**src/sbdg_pkg.sv**
```systemverilog
package sbdg_pkg;

    // ****************************************
    // Slave select codes (address bits 35..32)
    // ****************************************
    localparam logic [3:0] SEL_DEBUG     = 4'h1;
    localparam logic [3:0] SEL_SYS       = 4'h4;
    localparam logic [3:0] SEL_SYS_ALIAS = 4'h5;
    localparam logic [3:0] SEL_MSU       = 4'h6;

    // One-hot slave lanes
    localparam int NUM_SLV   = 3;
    localparam int SLV_DEBUG = 0;
    localparam int SLV_SYS   = 1;
    localparam int SLV_MSU   = 2;

    // ****************************************
    // Transfer sizes and lane strobes
    // ****************************************
    localparam logic [1:0] SIZE_BYTE = 2'h0;
    localparam logic [1:0] SIZE_HALF = 2'h1;
    localparam logic [1:0] SIZE_WORD = 2'h2;
    localparam logic [3:0] STRB_BYTE = 4'h1;
    localparam logic [3:0] STRB_HALF = 4'h3;
    localparam logic [3:0] STRB_WORD = 4'hF;

    // ****************************************
    // Security windows
    // ****************************************
    localparam logic [35:0] DCOMM_START = 36'h100000110;
    localparam logic [35:0] DCOMM_END   = 36'h100000118;
    localparam logic [35:0] UPAGE_START = 36'h580800000;
    localparam logic [35:0] UPAGE_END   = 36'h581000000;
    localparam logic [35:0] FLIF_START  = 36'h5FFFE0000;
    localparam logic [35:0] FLIF_END    = 36'h5FFFE0400;
    localparam logic [35:0] FLASH_BASE  = 36'h580000000;

    // ****************************************
    // Carriers
    // ****************************************
    typedef struct packed {
        logic        write;
        logic [1:0]  size;
        logic [35:0] addr;
        logic [31:0] wdata;
    } sbdg_dbg_req_t;

    typedef struct packed {
        logic        err;
        logic [31:0] rdata;
    } sbdg_dbg_rsp_t;

    typedef struct packed {
        logic        write;
        logic [1:0]  size;
        logic [3:0]  strb;
        logic [31:0] addr;
        logic [31:0] wdata;
    } sbdg_slv_req_t;

endpackage

```
**src/sbdg_sync.sv**
```systemverilog
`timescale 1ns/100ps
// ****************************************
// Two-stage level synchroniser
// ****************************************
module sbdg_sync #(
    parameter int W = 1
) (
    // Clock and reset
    input  wire logic         mclk,
    input  wire logic         rst,
    // Levels
    input  wire logic [W-1:0] din,
    output logic      [W-1:0] dout
);

    logic [W-1:0] meta_r;
    logic [W-1:0] meta_nxt;
    logic [W-1:0] dout_r;
    logic [W-1:0] dout_nxt;

    // Stage one feeds stage two only
    always_comb begin
        meta_nxt = din;
        dout_nxt = meta_r;
    end

    // Register both stages
    always_ff @(posedge mclk or posedge rst) begin
        if (rst) begin
            meta_r <= '0;
            dout_r <= '0;
        end else begin
            meta_r <= meta_nxt;
            dout_r <= dout_nxt;
        end
    end

    assign dout = dout_r;

endmodule

```
**src/sbdg_guard.sv**
```systemverilog
`timescale 1ns/100ps
// Operation
// - 36-bit address; bits 35..32 pick the slave, low 32 bits go to it.
// - Transfers are byte, halfword or word; the slave honours the size.
// - Select 1 goes to debug registers, 4 to system bus, 6 to memory service.
// - Select 5 is a second mapping of the system bus.
// - System bus transfers run as ordinary bus transactions.
// - Every transfer is synchronised from debugger clock to system clock.
// - Any debugger to system clock ratio works.
// - Transfers need a running clock; clk_run_req asks for it without waking, but rises only at a take while mclk runs.
// - The debugger can measure its clock ratio to the system clock.
// - Security measures block or allow address ranges under control signals.
// - With security set, only debug comm registers and user page read pass.
// - With user protect too, flash interface and unprotected flash also pass.
module sbdg_guard
    import sbdg_pkg::*;
#(
    parameter int RATIO_W = 24
) (
    // Clock and reset
    input  wire logic                mclk,
    input  wire logic                rst,
    // Debugger request pins, four-phase handshake
    input  wire logic                dbg_req,
    input  wire sbdg_dbg_req_t       dbg_cmd,
    input  wire logic                dbg_meas_tgl,
    // Debugger answer
    output logic                     dbg_ack,
    output sbdg_dbg_rsp_t            dbg_rsp,
    output logic [RATIO_W-1:0]       ratio_cnt,
    // Security controls from flash configuration
    input  wire logic                sec_bit,
    input  wire logic                user_code_protect_control,
    input  wire logic [31:0]         boot_protected_size_size,
    input  wire logic [31:0]         flash_size,
    // Slave side
    output logic                     slv_valid,
    output logic [NUM_SLV-1:0]       slv_sel,
    output sbdg_slv_req_t            slv_req,
    input  wire logic                slv_ack,
    input  wire logic                slv_err,
    input  wire logic [31:0]         slv_rdata,
    // Power manager
    output logic                     clk_run_req
);

    // ****************************************
    // Pin synchronisation
    // ****************************************
    // Request, measuring toggle and command cross as one bundle
    localparam int PIN_W = 2 + $bits(sbdg_dbg_req_t);

    logic [PIN_W-1:0] pins_s;
    logic             req_s;
    logic             meas_s;
    sbdg_dbg_req_t    cmd_s;

    // Command bits are held stable by the debugger before req rises,
    // so the bundle settles no later than the request level
    sbdg_sync #(
        .W    (PIN_W)
    ) u_pin_sync (
        .mclk (mclk),
        .rst  (rst),
        .din  ({dbg_req, dbg_meas_tgl, dbg_cmd}),
        .dout (pins_s)
    );

    assign req_s  = pins_s[PIN_W-1];
    assign meas_s = pins_s[PIN_W-2];
    assign cmd_s  = pins_s[PIN_W-3:0];

    // ****************************************
    // Decode and security check
    // ****************************************
    logic [3:0]         sel_code;
    logic [NUM_SLV-1:0] sel_hot;
    logic               aligned;
    logic               allowed;
    logic [3:0]         strb;
    logic [35:0]        fl_lo;
    logic [35:0]        fl_hi;
    logic               in_dcomm;
    logic               in_upage;
    logic               in_flif;
    logic               in_flash;

    // Slave select from the top address nibble
    always_comb begin
        sel_code = cmd_s.addr[35:32];
        sel_hot  = '0;
        // Unlisted codes, zero among them, leave every lane low
        case (sel_code)
            SEL_DEBUG:     sel_hot[SLV_DEBUG] = 1'b1;
            SEL_SYS:       sel_hot[SLV_SYS]   = 1'b1;
            SEL_SYS_ALIAS: sel_hot[SLV_SYS]   = 1'b1;
            SEL_MSU:       sel_hot[SLV_MSU]   = 1'b1;
            default:       sel_hot            = '0;
        endcase
    end

    // Alignment and lane strobes; size code 3 is never legal
    always_comb begin
        aligned = 1'b0;
        strb    = '0;
        case (cmd_s.size)
            SIZE_BYTE: begin
                aligned = 1'b1;
                strb    = STRB_BYTE << cmd_s.addr[1:0];
            end
            SIZE_HALF: begin
                aligned = ~cmd_s.addr[0];
                strb    = STRB_HALF << {cmd_s.addr[1], 1'b0};
            end
            SIZE_WORD: begin
                aligned = (cmd_s.addr[1:0] == 2'h0);
                strb    = STRB_WORD;
            end
            default: begin
                aligned = 1'b0;
                strb    = '0;
            end
        endcase
    end

    // Address windows opened by the security controls
    // Only the start address is checked; window bounds are word aligned,
    // so an aligned transfer never straddles a window edge
    always_comb begin
        fl_lo    = FLASH_BASE + {4'h0, boot_protected_size_size};
        fl_hi    = FLASH_BASE + {4'h0, flash_size};
        in_dcomm = (cmd_s.addr >= DCOMM_START) && (cmd_s.addr <= DCOMM_END);
        in_upage = (cmd_s.addr >= UPAGE_START) && (cmd_s.addr < UPAGE_END);
        in_flif  = (cmd_s.addr >= FLIF_START) && (cmd_s.addr < FLIF_END);
        in_flash = (cmd_s.addr >= fl_lo) && (cmd_s.addr < fl_hi);
        if (!sec_bit) begin
            allowed = 1'b1;
        end else begin
            allowed = in_dcomm || (in_upage && !cmd_s.write);
            if (user_code_protect_control) begin
                allowed = allowed || in_flif || in_flash;
            end
        end
    end

    // ****************************************
    // Transfer sequencer
    // ****************************************
    typedef enum logic [2:0] {
        ST_IDLE = 3'b001,
        ST_BUS  = 3'b010,
        ST_DONE = 3'b100
    } sbdg_state_t;

    sbdg_state_t        state_r;
    sbdg_state_t        state_nxt;
    logic               ack_r;
    logic               ack_nxt;
    sbdg_dbg_rsp_t      rsp_r;
    sbdg_dbg_rsp_t      rsp_nxt;
    logic               valid_r;
    logic               valid_nxt;
    logic [NUM_SLV-1:0] sel_r;
    logic [NUM_SLV-1:0] sel_nxt;
    sbdg_slv_req_t      sreq_r;
    sbdg_slv_req_t      sreq_nxt;
    logic               run_r;
    logic               run_nxt;

    // Next state: faulty transfers never reach a slave
    always_comb begin
        state_nxt = state_r;
        ack_nxt   = ack_r;
        rsp_nxt   = rsp_r;
        valid_nxt = valid_r;
        sel_nxt   = sel_r;
        sreq_nxt  = sreq_r;
        run_nxt   = run_r;
        case (state_r)
            ST_IDLE: begin
                if (req_s) begin
                    // Clock request rises with the take, holds until the handshake closes
                    run_nxt = 1'b1;
                    if (!aligned || !allowed || (sel_hot == '0)) begin
                        rsp_nxt.err   = 1'b1;
                        rsp_nxt.rdata = '0;
                        ack_nxt       = 1'b1;
                        state_nxt     = ST_DONE;
                    end else begin
                        valid_nxt      = 1'b1;
                        sel_nxt        = sel_hot;
                        sreq_nxt.write = cmd_s.write;
                        sreq_nxt.size  = cmd_s.size;
                        sreq_nxt.strb  = strb;
                        sreq_nxt.addr  = cmd_s.addr[31:0];
                        sreq_nxt.wdata = cmd_s.wdata;
                        state_nxt      = ST_BUS;
                    end
                end
            end
            ST_BUS: begin
                // Slave answer waits for a running clock
                if (slv_ack) begin
                    valid_nxt     = 1'b0;
                    sel_nxt       = '0;
                    rsp_nxt.err   = slv_err;
                    rsp_nxt.rdata = sreq_r.write ? 32'h0000_0000 : slv_rdata;
                    ack_nxt       = 1'b1;
                    state_nxt     = ST_DONE;
                end
            end
            ST_DONE: begin
                // Four-phase return makes the crossing ratio-free
                // The answer word keeps its value after ack falls
                if (!req_s) begin
                    ack_nxt   = 1'b0;
                    run_nxt   = 1'b0;
                    state_nxt = ST_IDLE;
                end
            end
            default: begin
                state_nxt = ST_IDLE;
                ack_nxt   = 1'b0;
                valid_nxt = 1'b0;
                sel_nxt   = '0;
                run_nxt   = 1'b0;
            end
        endcase
    end

    // Register the sequencer
    always_ff @(posedge mclk or posedge rst) begin
        if (rst) begin
            state_r <= ST_IDLE;
            ack_r   <= 1'b0;
            rsp_r   <= '0;
            valid_r <= 1'b0;
            sel_r   <= '0;
            sreq_r  <= '0;
            run_r   <= 1'b0;
        end else begin
            state_r <= state_nxt;
            ack_r   <= ack_nxt;
            rsp_r   <= rsp_nxt;
            valid_r <= valid_nxt;
            sel_r   <= sel_nxt;
            sreq_r  <= sreq_nxt;
            run_r   <= run_nxt;
        end
    end

    // ****************************************
    // Clock ratio measurement
    // ****************************************
    logic               meas_d_r;
    logic               meas_d_nxt;
    logic [RATIO_W-1:0] cnt_r;
    logic [RATIO_W-1:0] cnt_nxt;
    logic [RATIO_W-1:0] ratio_r;
    logic [RATIO_W-1:0] ratio_nxt;

    // System cycles between two debugger toggles; the counter saturates
    // so a stalled debugger reads as all ones rather than wrapping
    always_comb begin
        meas_d_nxt = meas_s;
        ratio_nxt  = ratio_r;
        cnt_nxt    = cnt_r;
        if (meas_s != meas_d_r) begin
            ratio_nxt = cnt_r;
            cnt_nxt   = '0;
        end else if (cnt_r != '1) begin
            cnt_nxt = cnt_r + 1'b1;
        end
    end

    // Register the measurement
    always_ff @(posedge mclk or posedge rst) begin
        if (rst) begin
            meas_d_r <= 1'b0;
            cnt_r    <= '0;
            ratio_r  <= '0;
        end else begin
            meas_d_r <= meas_d_nxt;
            cnt_r    <= cnt_nxt;
            ratio_r  <= ratio_nxt;
        end
    end

    // ****************************************
    // Outputs
    // ****************************************
    // Every output is a register: a stopped clock cannot raise clk_run_req,
    // so the power manager must also watch the debugger request pin
    assign dbg_ack     = ack_r;
    assign dbg_rsp     = rsp_r;
    assign ratio_cnt   = ratio_r;
    assign slv_valid   = valid_r;
    assign slv_sel     = sel_r;
    assign slv_req     = sreq_r;
    assign clk_run_req = run_r;

endmodule

```
**config.mk**
```make
export PLATFORM = sky130hd
export DESIGN_NAME = sbdg_guard
export DESIGN_NICKNAME = d
export VERILOG_FILES = /design/src/sbdg_pkg.sv /design/src/sbdg_sync.sv /design/src/sbdg_guard.sv
export SDC_FILE = /design/constraint.sdc
export NUM_CORES = 1
export LEC_CHECK = 0
export ABC_AREA = 1
export BUFFER_PORTS_ARGS = -buffer_cell sky130_fd_sc_hd__buf_2
export CORE_ASPECT_RATIO = 0.5
export CORE_MARGIN = 3
export CORE_UTILIZATION = 40
export CTS_CLUSTER_SIZE = 10
export DETAILED_ROUTE_END_ITERATION = 16
export MAX_ROUTING_LAYER = met4
export PLACE_DENSITY_LB_ADDON = 0.3
export RECOVER_POWER = 100
export SYNTH_ARGS = -nofsm -noshare
export SYNTH_HDL_FRONTEND = slang
export SYNTH_SLANG_ARGS = --single-unit
```
**constraint.sdc**
```tcl
create_clock -name mclk -period 11.8 [get_ports mclk]
set_input_delay 3.54 -clock mclk [delete_from_list [all_inputs] [get_ports mclk]]
set_output_delay 3.54 -clock mclk [all_outputs]
set_load 0.05 [all_outputs]
```
==> impl_metrics.toml, run 1 <==
[clock_network]
cts_made_buffers = 36
clock-root-buffer = "clkbuf_16"
postCtsSetupBuffers = 0
clock_latency_ns = 0.51
cts_resized = 0
hold_buffers = 0
clkSinkCount = 308
h-tree-depth = 2
clk_pin_slew_ns = 0.05
cts_tree = "built"
cts.path.max_buffers = 3

[detailed_routing]
first_pass_iters = 5
ant_nets = 0
drc_errors = 0
wl_per_cell_um = 16.25
vias = 10100
drt_iter0_markers = 710
via_per_inst = 4.868
drt-total-wl_um = 33700

[sta]
hold_ws_ns = 0.3389
relSlewSlack = -1.664
timing.fmax_mhz = 125.0
skew_ns = 0.01206
setup_tns_ns = 0
finalHoldViolations = 0
slew_violations = 282
grt_setup_unrepaired = "no"
tightest_slew_ns = 3.997
finalCriticalPeriod_ns = 7.999
setup_viol = 0
fin_crit_sh = 0.6779

[min_path]
min_to = "u_pin_sync.dout[38]"
hp-start = "u_pin_sync.dout_nxt[38]"
min_path_type = "register to register"
hold_depth = 0

[critical_path]
cp_num_buf_inv = 3
crit_fanout = 78
r2r_start = "u_pin_sync.dout[63]"
cp-end-kind = "asynchronous set/reset pin"
startpoint_type = "primary input"
reg2regPathDepth = 15
arrival_ns = 7.68
path_class = "primary input to asynchronous set/reset pin"
crit_family = "buffers and inverters"
max_stage_delay_ns = 2.88
r2r_slack_ns = 7.07
worst_ep_required_time_ns = 11.48
path_cells = "buf_2 > clkinvlp_2 > clkbuf_1"
crit_slowest_cell = "clkbuf_1"
reg2reg_to = "slv_req[8]"

[global_route]
grt_antenna_before_repair = 8
grt_pass1_wl_um = 53120
grt_use_total = 0.1994
met3_usage = 0.03940
grt_overflow = 0
use_met2 = 0.3296
grt_pass1_vias = 9888
met1_usage = 0.2467
grt-busiest-layer = "met2"
grt_max_degree = 145

[logic_synthesis]
synth.yosys.seq_area_share = 0.6000
yosysWarnings = 0
synthArstFlopShare = 1.000
syn_area_um2 = 12850
yosys-top-cells-area = "dfrtp_1 (60%), nand2_1 (11%), ha_1 (6.6%)"
synth_fp_nets = 1571
synth_top_area_frac = 0.5979
avgSynthCellArea_um2 = 9.675
synthCells = 1328
yosysUniqueCellTypes = 40
ys_seq_elements = 308
yosys_most_used_dff = "dfrtp_1"
yosysTopAreaCell = "dfrtp_1"
synth-edff-count = 0

[cells_and_area]
stdcell_count = 2074
nNetsFinal = 1877
area_growth_pct = 20.79
seqCellArea_um2 = 7710
final_util = 0.5012
drive_gt1_frac = 0.1388
final_common_cell = "nand2_1"
multiInputGateArea_um2 = 4328
final_cell_mix = "nand2_1 (388), dfrtp_1 (306), buf_2 (168), clkbuf_1 (153), inv_1 (136)"
fillCellCount = 2993

[power_and_ir_drop]
p_comb_frac = 0.297
p_leak_nw = 7.957
p_sw_frac = 0.4023
p_sw_mw = 1.299
p_int_mw = 1.929
p_clk_frac = 0.297
power_density_nw_per_um2 = 208.0
seqPwrFrac = 0.406
ir_drop_mv = 0.1097

[die]
dieArea_um2 = 34440
fp.coreArea_um2 = 30970
num_rows = 45
dieWidth_um = 259.5
start_util = 0.4149
ioPinCount = 309
die_y_um = 132.7

[place]
port_buffers = 308
placedCellCount = 2019
place.gp.congestion = 0.9041
dp_hpwl_um = 23400

[run_status]
status = "complete, but fails checks"
violations = "capacitance limit, slew limit"

[job]
cap_violations = 5
## worst max path at each step
stage / end / slack [ns] / from / depth (start not counted)
floorplan: clk_run_req / 4.16 / rst / 1
global placement: slv_req[24] / 5.37 / boot_protected_size_size[31] / 18
detailed placement: slv_req[8] / 5.27 / boot_protected_size_size[31] / 18
CTS: slv_req[8] / 5.81 / boot_protected_size_size[31] / 18
global route: slv_req[24] / 2.77 / rst / 3
finish: u_pin_sync.dout[21] / 3.80 / rst / 3
## through the flow
step | total power [mW] | setup slack [ns] | cell area [µm²]
after floorplan | 2.038 | 4.162 | 12850
after global placement | 2.316 | 5.368 | 14770
after detailed placement | 2.327 | 5.273 | 14770
after CTS | 3.306 | 5.808 | 15730
after global routing | 3.390 | 2.769 | 15520
final | 3.228 | 3.801 | 15520
## flip-flops by register name, summed over array words and instances, names as in the netlist
signal               flops
slv_sel                  3
slv_req                 71
slv_valid                1
u_pin_sync.dout_nxt     73
meas_d_r                 1
u_pin_sync.dout         73
dbg_ack                  1
cnt_r                   24
clk_run_req              1
ratio_cnt               24
state_r                  3
dbg_rsp                 33
## cell families after synthesis
logic type,share of synthesized area
and+or+nand+nor,0.2238
DFF,0.6000
buffers and inverters,0.06222
AOI/OAI and AO/OA,0.04713
adders and majority gates,0.06622
xor gates and xnor gates,0.0006818
## per-layer routing
metal  vias to the layer above  wire (µm)
met5                         -          0
met4                         0        900
met3                        57       1565
met2                       206      16960
met1                      4861      14280
li1                       4973          -
## cell usage after synthesis (9+ instances only)
library cell	instances
dfrtp_1	307
inv_1	137
ha_1	68
o21ai_0	50
clkbuf_1	29
nand4_1	117
nor3_1	23
a21oi_1	41
nand3_1	32
buf_2	9
nand2_1	385
nor2_1	66
## cell type report
| type | instances | area share |
|---|---|---|
| Multi-Input combinational cell | 827 | 0.2789 |
| Tap cell | 423 | 0.03410 |
| Sequential cell | 308 | 0.4968 |
| Inverter | 144 | 0.03491 |
| Antenna cell | 8 | 0.001290 |
| Clock buffer | 45 | 0.06022 |
| Timing Repair Buffer | 317 | 0.09223 |
| Clock inverter | 2 | 0.001612 |
## power by group through the flow
stage | registers (mW) | clock network, mW | logic, mW
after floorplan | 1.75 | 0 | 0.291
after global placement | 1.32 | 0 | 0.995
after detailed placement | 1.32 | 0 | 1.01
after CTS | 1.31 | 0.990 | 1.01
after global routing | 1.33 | 1.04 | 1.02
final | 1.31 | 0.959 | 0.959
## worst reg2reg max path: cells and delay by family (launching register included)
kind | cells | cell delay [ns]
fa+ha+maj | 1 | 0.34
buf+inv | 1 | 1.59
flops | 1 | 0.48
simple gates | 11 | 1.83
compound gates | 2 | 0.41
(Power assumes the default switching activity.)
==> run 2: changes to the inputs <==
==> constraint.sdc (replaced) <==
create_clock -name mclk -period 6.87 [get_ports mclk]
set_input_delay 2.061 -clock mclk [delete_from_list [all_inputs] [get_ports mclk]]
set_output_delay 2.061 -clock mclk [all_outputs]
set_load 0.05 [all_outputs]
==> run 2 against run 1 <==
Net effect: the run still ends with capacitance limit, slew limit left; combinational power grew 71%; sequential power grew 72%; first-iteration DRC count shrank 8.9%; total power grew 73%; critical endpoint is now slv_req[25].
==> impl_metrics.toml, run 2 (same netlist as run 1, synthesis figures left out) <==
[run_status]
status = "complete, but fails checks"
violations = "capacitance limit, slew limit"

[sta]
finalHoldViolations = 0
hold_ws_ns = 0.3359
relSlewSlack = -0.5362
grt_setup_unrepaired = "no"
setup_slack_ns = 1.638
tightest_slew_ns = 2.304
setup_tns_ns = 0
timing.fmax_mhz = 191.1
fin_crit_sh = 0.7615
skew_ns = 0.01383
slew_violations = 146
finalCriticalPeriod_ns = 5.232
setup_viol = 0

[cells_and_area]
final_common_cell = "nand2_1"
seqCellArea_um2 = 7710
drive_gt1_frac = 0.1436
area_growth_pct = 21.34
multiInputGateArea_um2 = 4330
final_cell_mix = "nand2_1 (388), dfrtp_1 (306), buf_2 (170), clkbuf_1 (147), inv_1 (136)"
final_util = 0.5034
stdcell_count = 2072
nNetsFinal = 1877
fillCellCount = 2982

[detailed_routing]
first_pass_iters = 5
wl_per_cell_um = 16.00
via_per_inst = 4.866
drt-total-wl_um = 33150
vias = 10080
drc_errors = 0
ant_nets = 0
drt_iter0_markers = 647

[critical_path]
cp-end-kind = "register"
startpoint_type = "primary input"
arrival_ns = 5.62
worst_ep_required_time_ns = 7.26
path_class = "primary input to register"
reg2regPathDepth = 17
crit_fanout = 44

[power_and_ir_drop]
ir_drop_mv = 0.2085
p_leak_nw = 8.001
power_density_nw_per_um2 = 358.5

[clock_network]
h-tree-depth = 2
clk_pin_slew_ns = 0.06
clock-root-buffer = "clkbuf_16"
cts_made_buffers = 36
hold_buffers = 0
cts.path.max_buffers = 3
postCtsSetupBuffers = 0
cts_resized = 0
clkSinkCount = 308
cts_tree = "built"
clock_latency_ns = 0.51

[global_route]
grt_use_total = 0.2009
grt_pass1_wl_um = 53650
grt_antenna_before_repair = 5
grt_overflow = 0
grt_pass1_vias = 9973
grt_max_degree = 141

[min_path]
hold_depth = 0
min_path_type = "register to register"

[place]
dp_hpwl_um = 23370
place.gp.congestion = 0.8837
dp_worst_setup_slack_ns = 2.019
port_buffers = 308
placedCellCount = 2019

[die]
start_util = 0.4149
dieWidth_um = 259.5
dieArea_um2 = 34440
num_rows = 45
die_y_um = 132.7
ioPinCount = 309
fp.coreArea_um2 = 30970

[job]
cap_violations = 3
==> run 2: cell count changes in the layout (fill, tap and decap cells not counted), sizes merged <==
cell / previous run / this run
buf: 173 / 177
diode: 8 / 5
clkbuf: 189 / 187
inv: 142 / 141
==> run 2: worst max-delay path, stage by stage <==
cell and delay (ns):
buf_2 0.10, inv_1 0.04, ha_1 0.28, nand2_1 0.06, nor2_2 0.12, nand2_1 0.09, nor2_1 0.25, nand3_1 0.13
nand2_1 0.08, nor2_1 0.04, nand2_1 0.06, nand3_1 0.06, nand2_1 0.07, nand2_1 0.09, nand2_1 0.13, nand4_1 1.03
buf_4 0.70, nand2_1 0.14, nand2_1 0.06
==> run 2: power by group <==
group | internal (mW) | leakage (nW) | total [mW] | switching [mW]
clock | 1.00 | 0.492 | 1.69 | 0.693
sequential | 2.08 | 3.89 | 2.25 | 0.172
combinational | 0.284 | 3.62 | 1.64 | 1.35
==> run 2: worst paths after layout <==
path / start / end / slack, ns
min in group asynchronous: rst / ratio_cnt[9] / 1.89
worst max-delay path: boot_protected_size_size[31] / slv_req[25] / 1.64
max in group asynchronous: rst / u_pin_sync.dout[8] / 2.55
worst min register to register: u_pin_sync.dout_nxt[32] / u_pin_sync.dout[32] / 0.34
worst max register to register: u_pin_sync.dout[63] / slv_req[25] / 2.79
worst min-delay path: u_pin_sync.dout_nxt[32] / u_pin_sync.dout[32] / 0.34
==> run 2: per-layer routing <==
metal / vias up / global-route usage / wire (µm)
met4: 0 / 0.05780 / 838
met1: 4854 / 0.2499 / 13990
met3: 57 / 0.03672 / 1507
li1: 4961 / - / -
met5: - / - / 0
met2: 210 / 0.3370 / 16810
==> run 2: stage by stage <==
stage	area, µm²	total power [mW]
global route	15590	5.880
global placement	14780	3.981
floorplan	12850	3.501
finish	15590	5.589
CTS	15790	5.726
detailed placement	14780	3.996
==> run 2: final cells by class <==
cell class	instances	share of cell area
Clock inverter	1	0.001043
Tap cell	423	0.03395
Clock buffer	47	0.06380
Inverter	144	0.03475
Sequential cell	308	0.4945
Timing Repair Buffer	317	0.09334
Antenna cell	5	0.0008026
Multi-Input combinational cell	827	0.2778
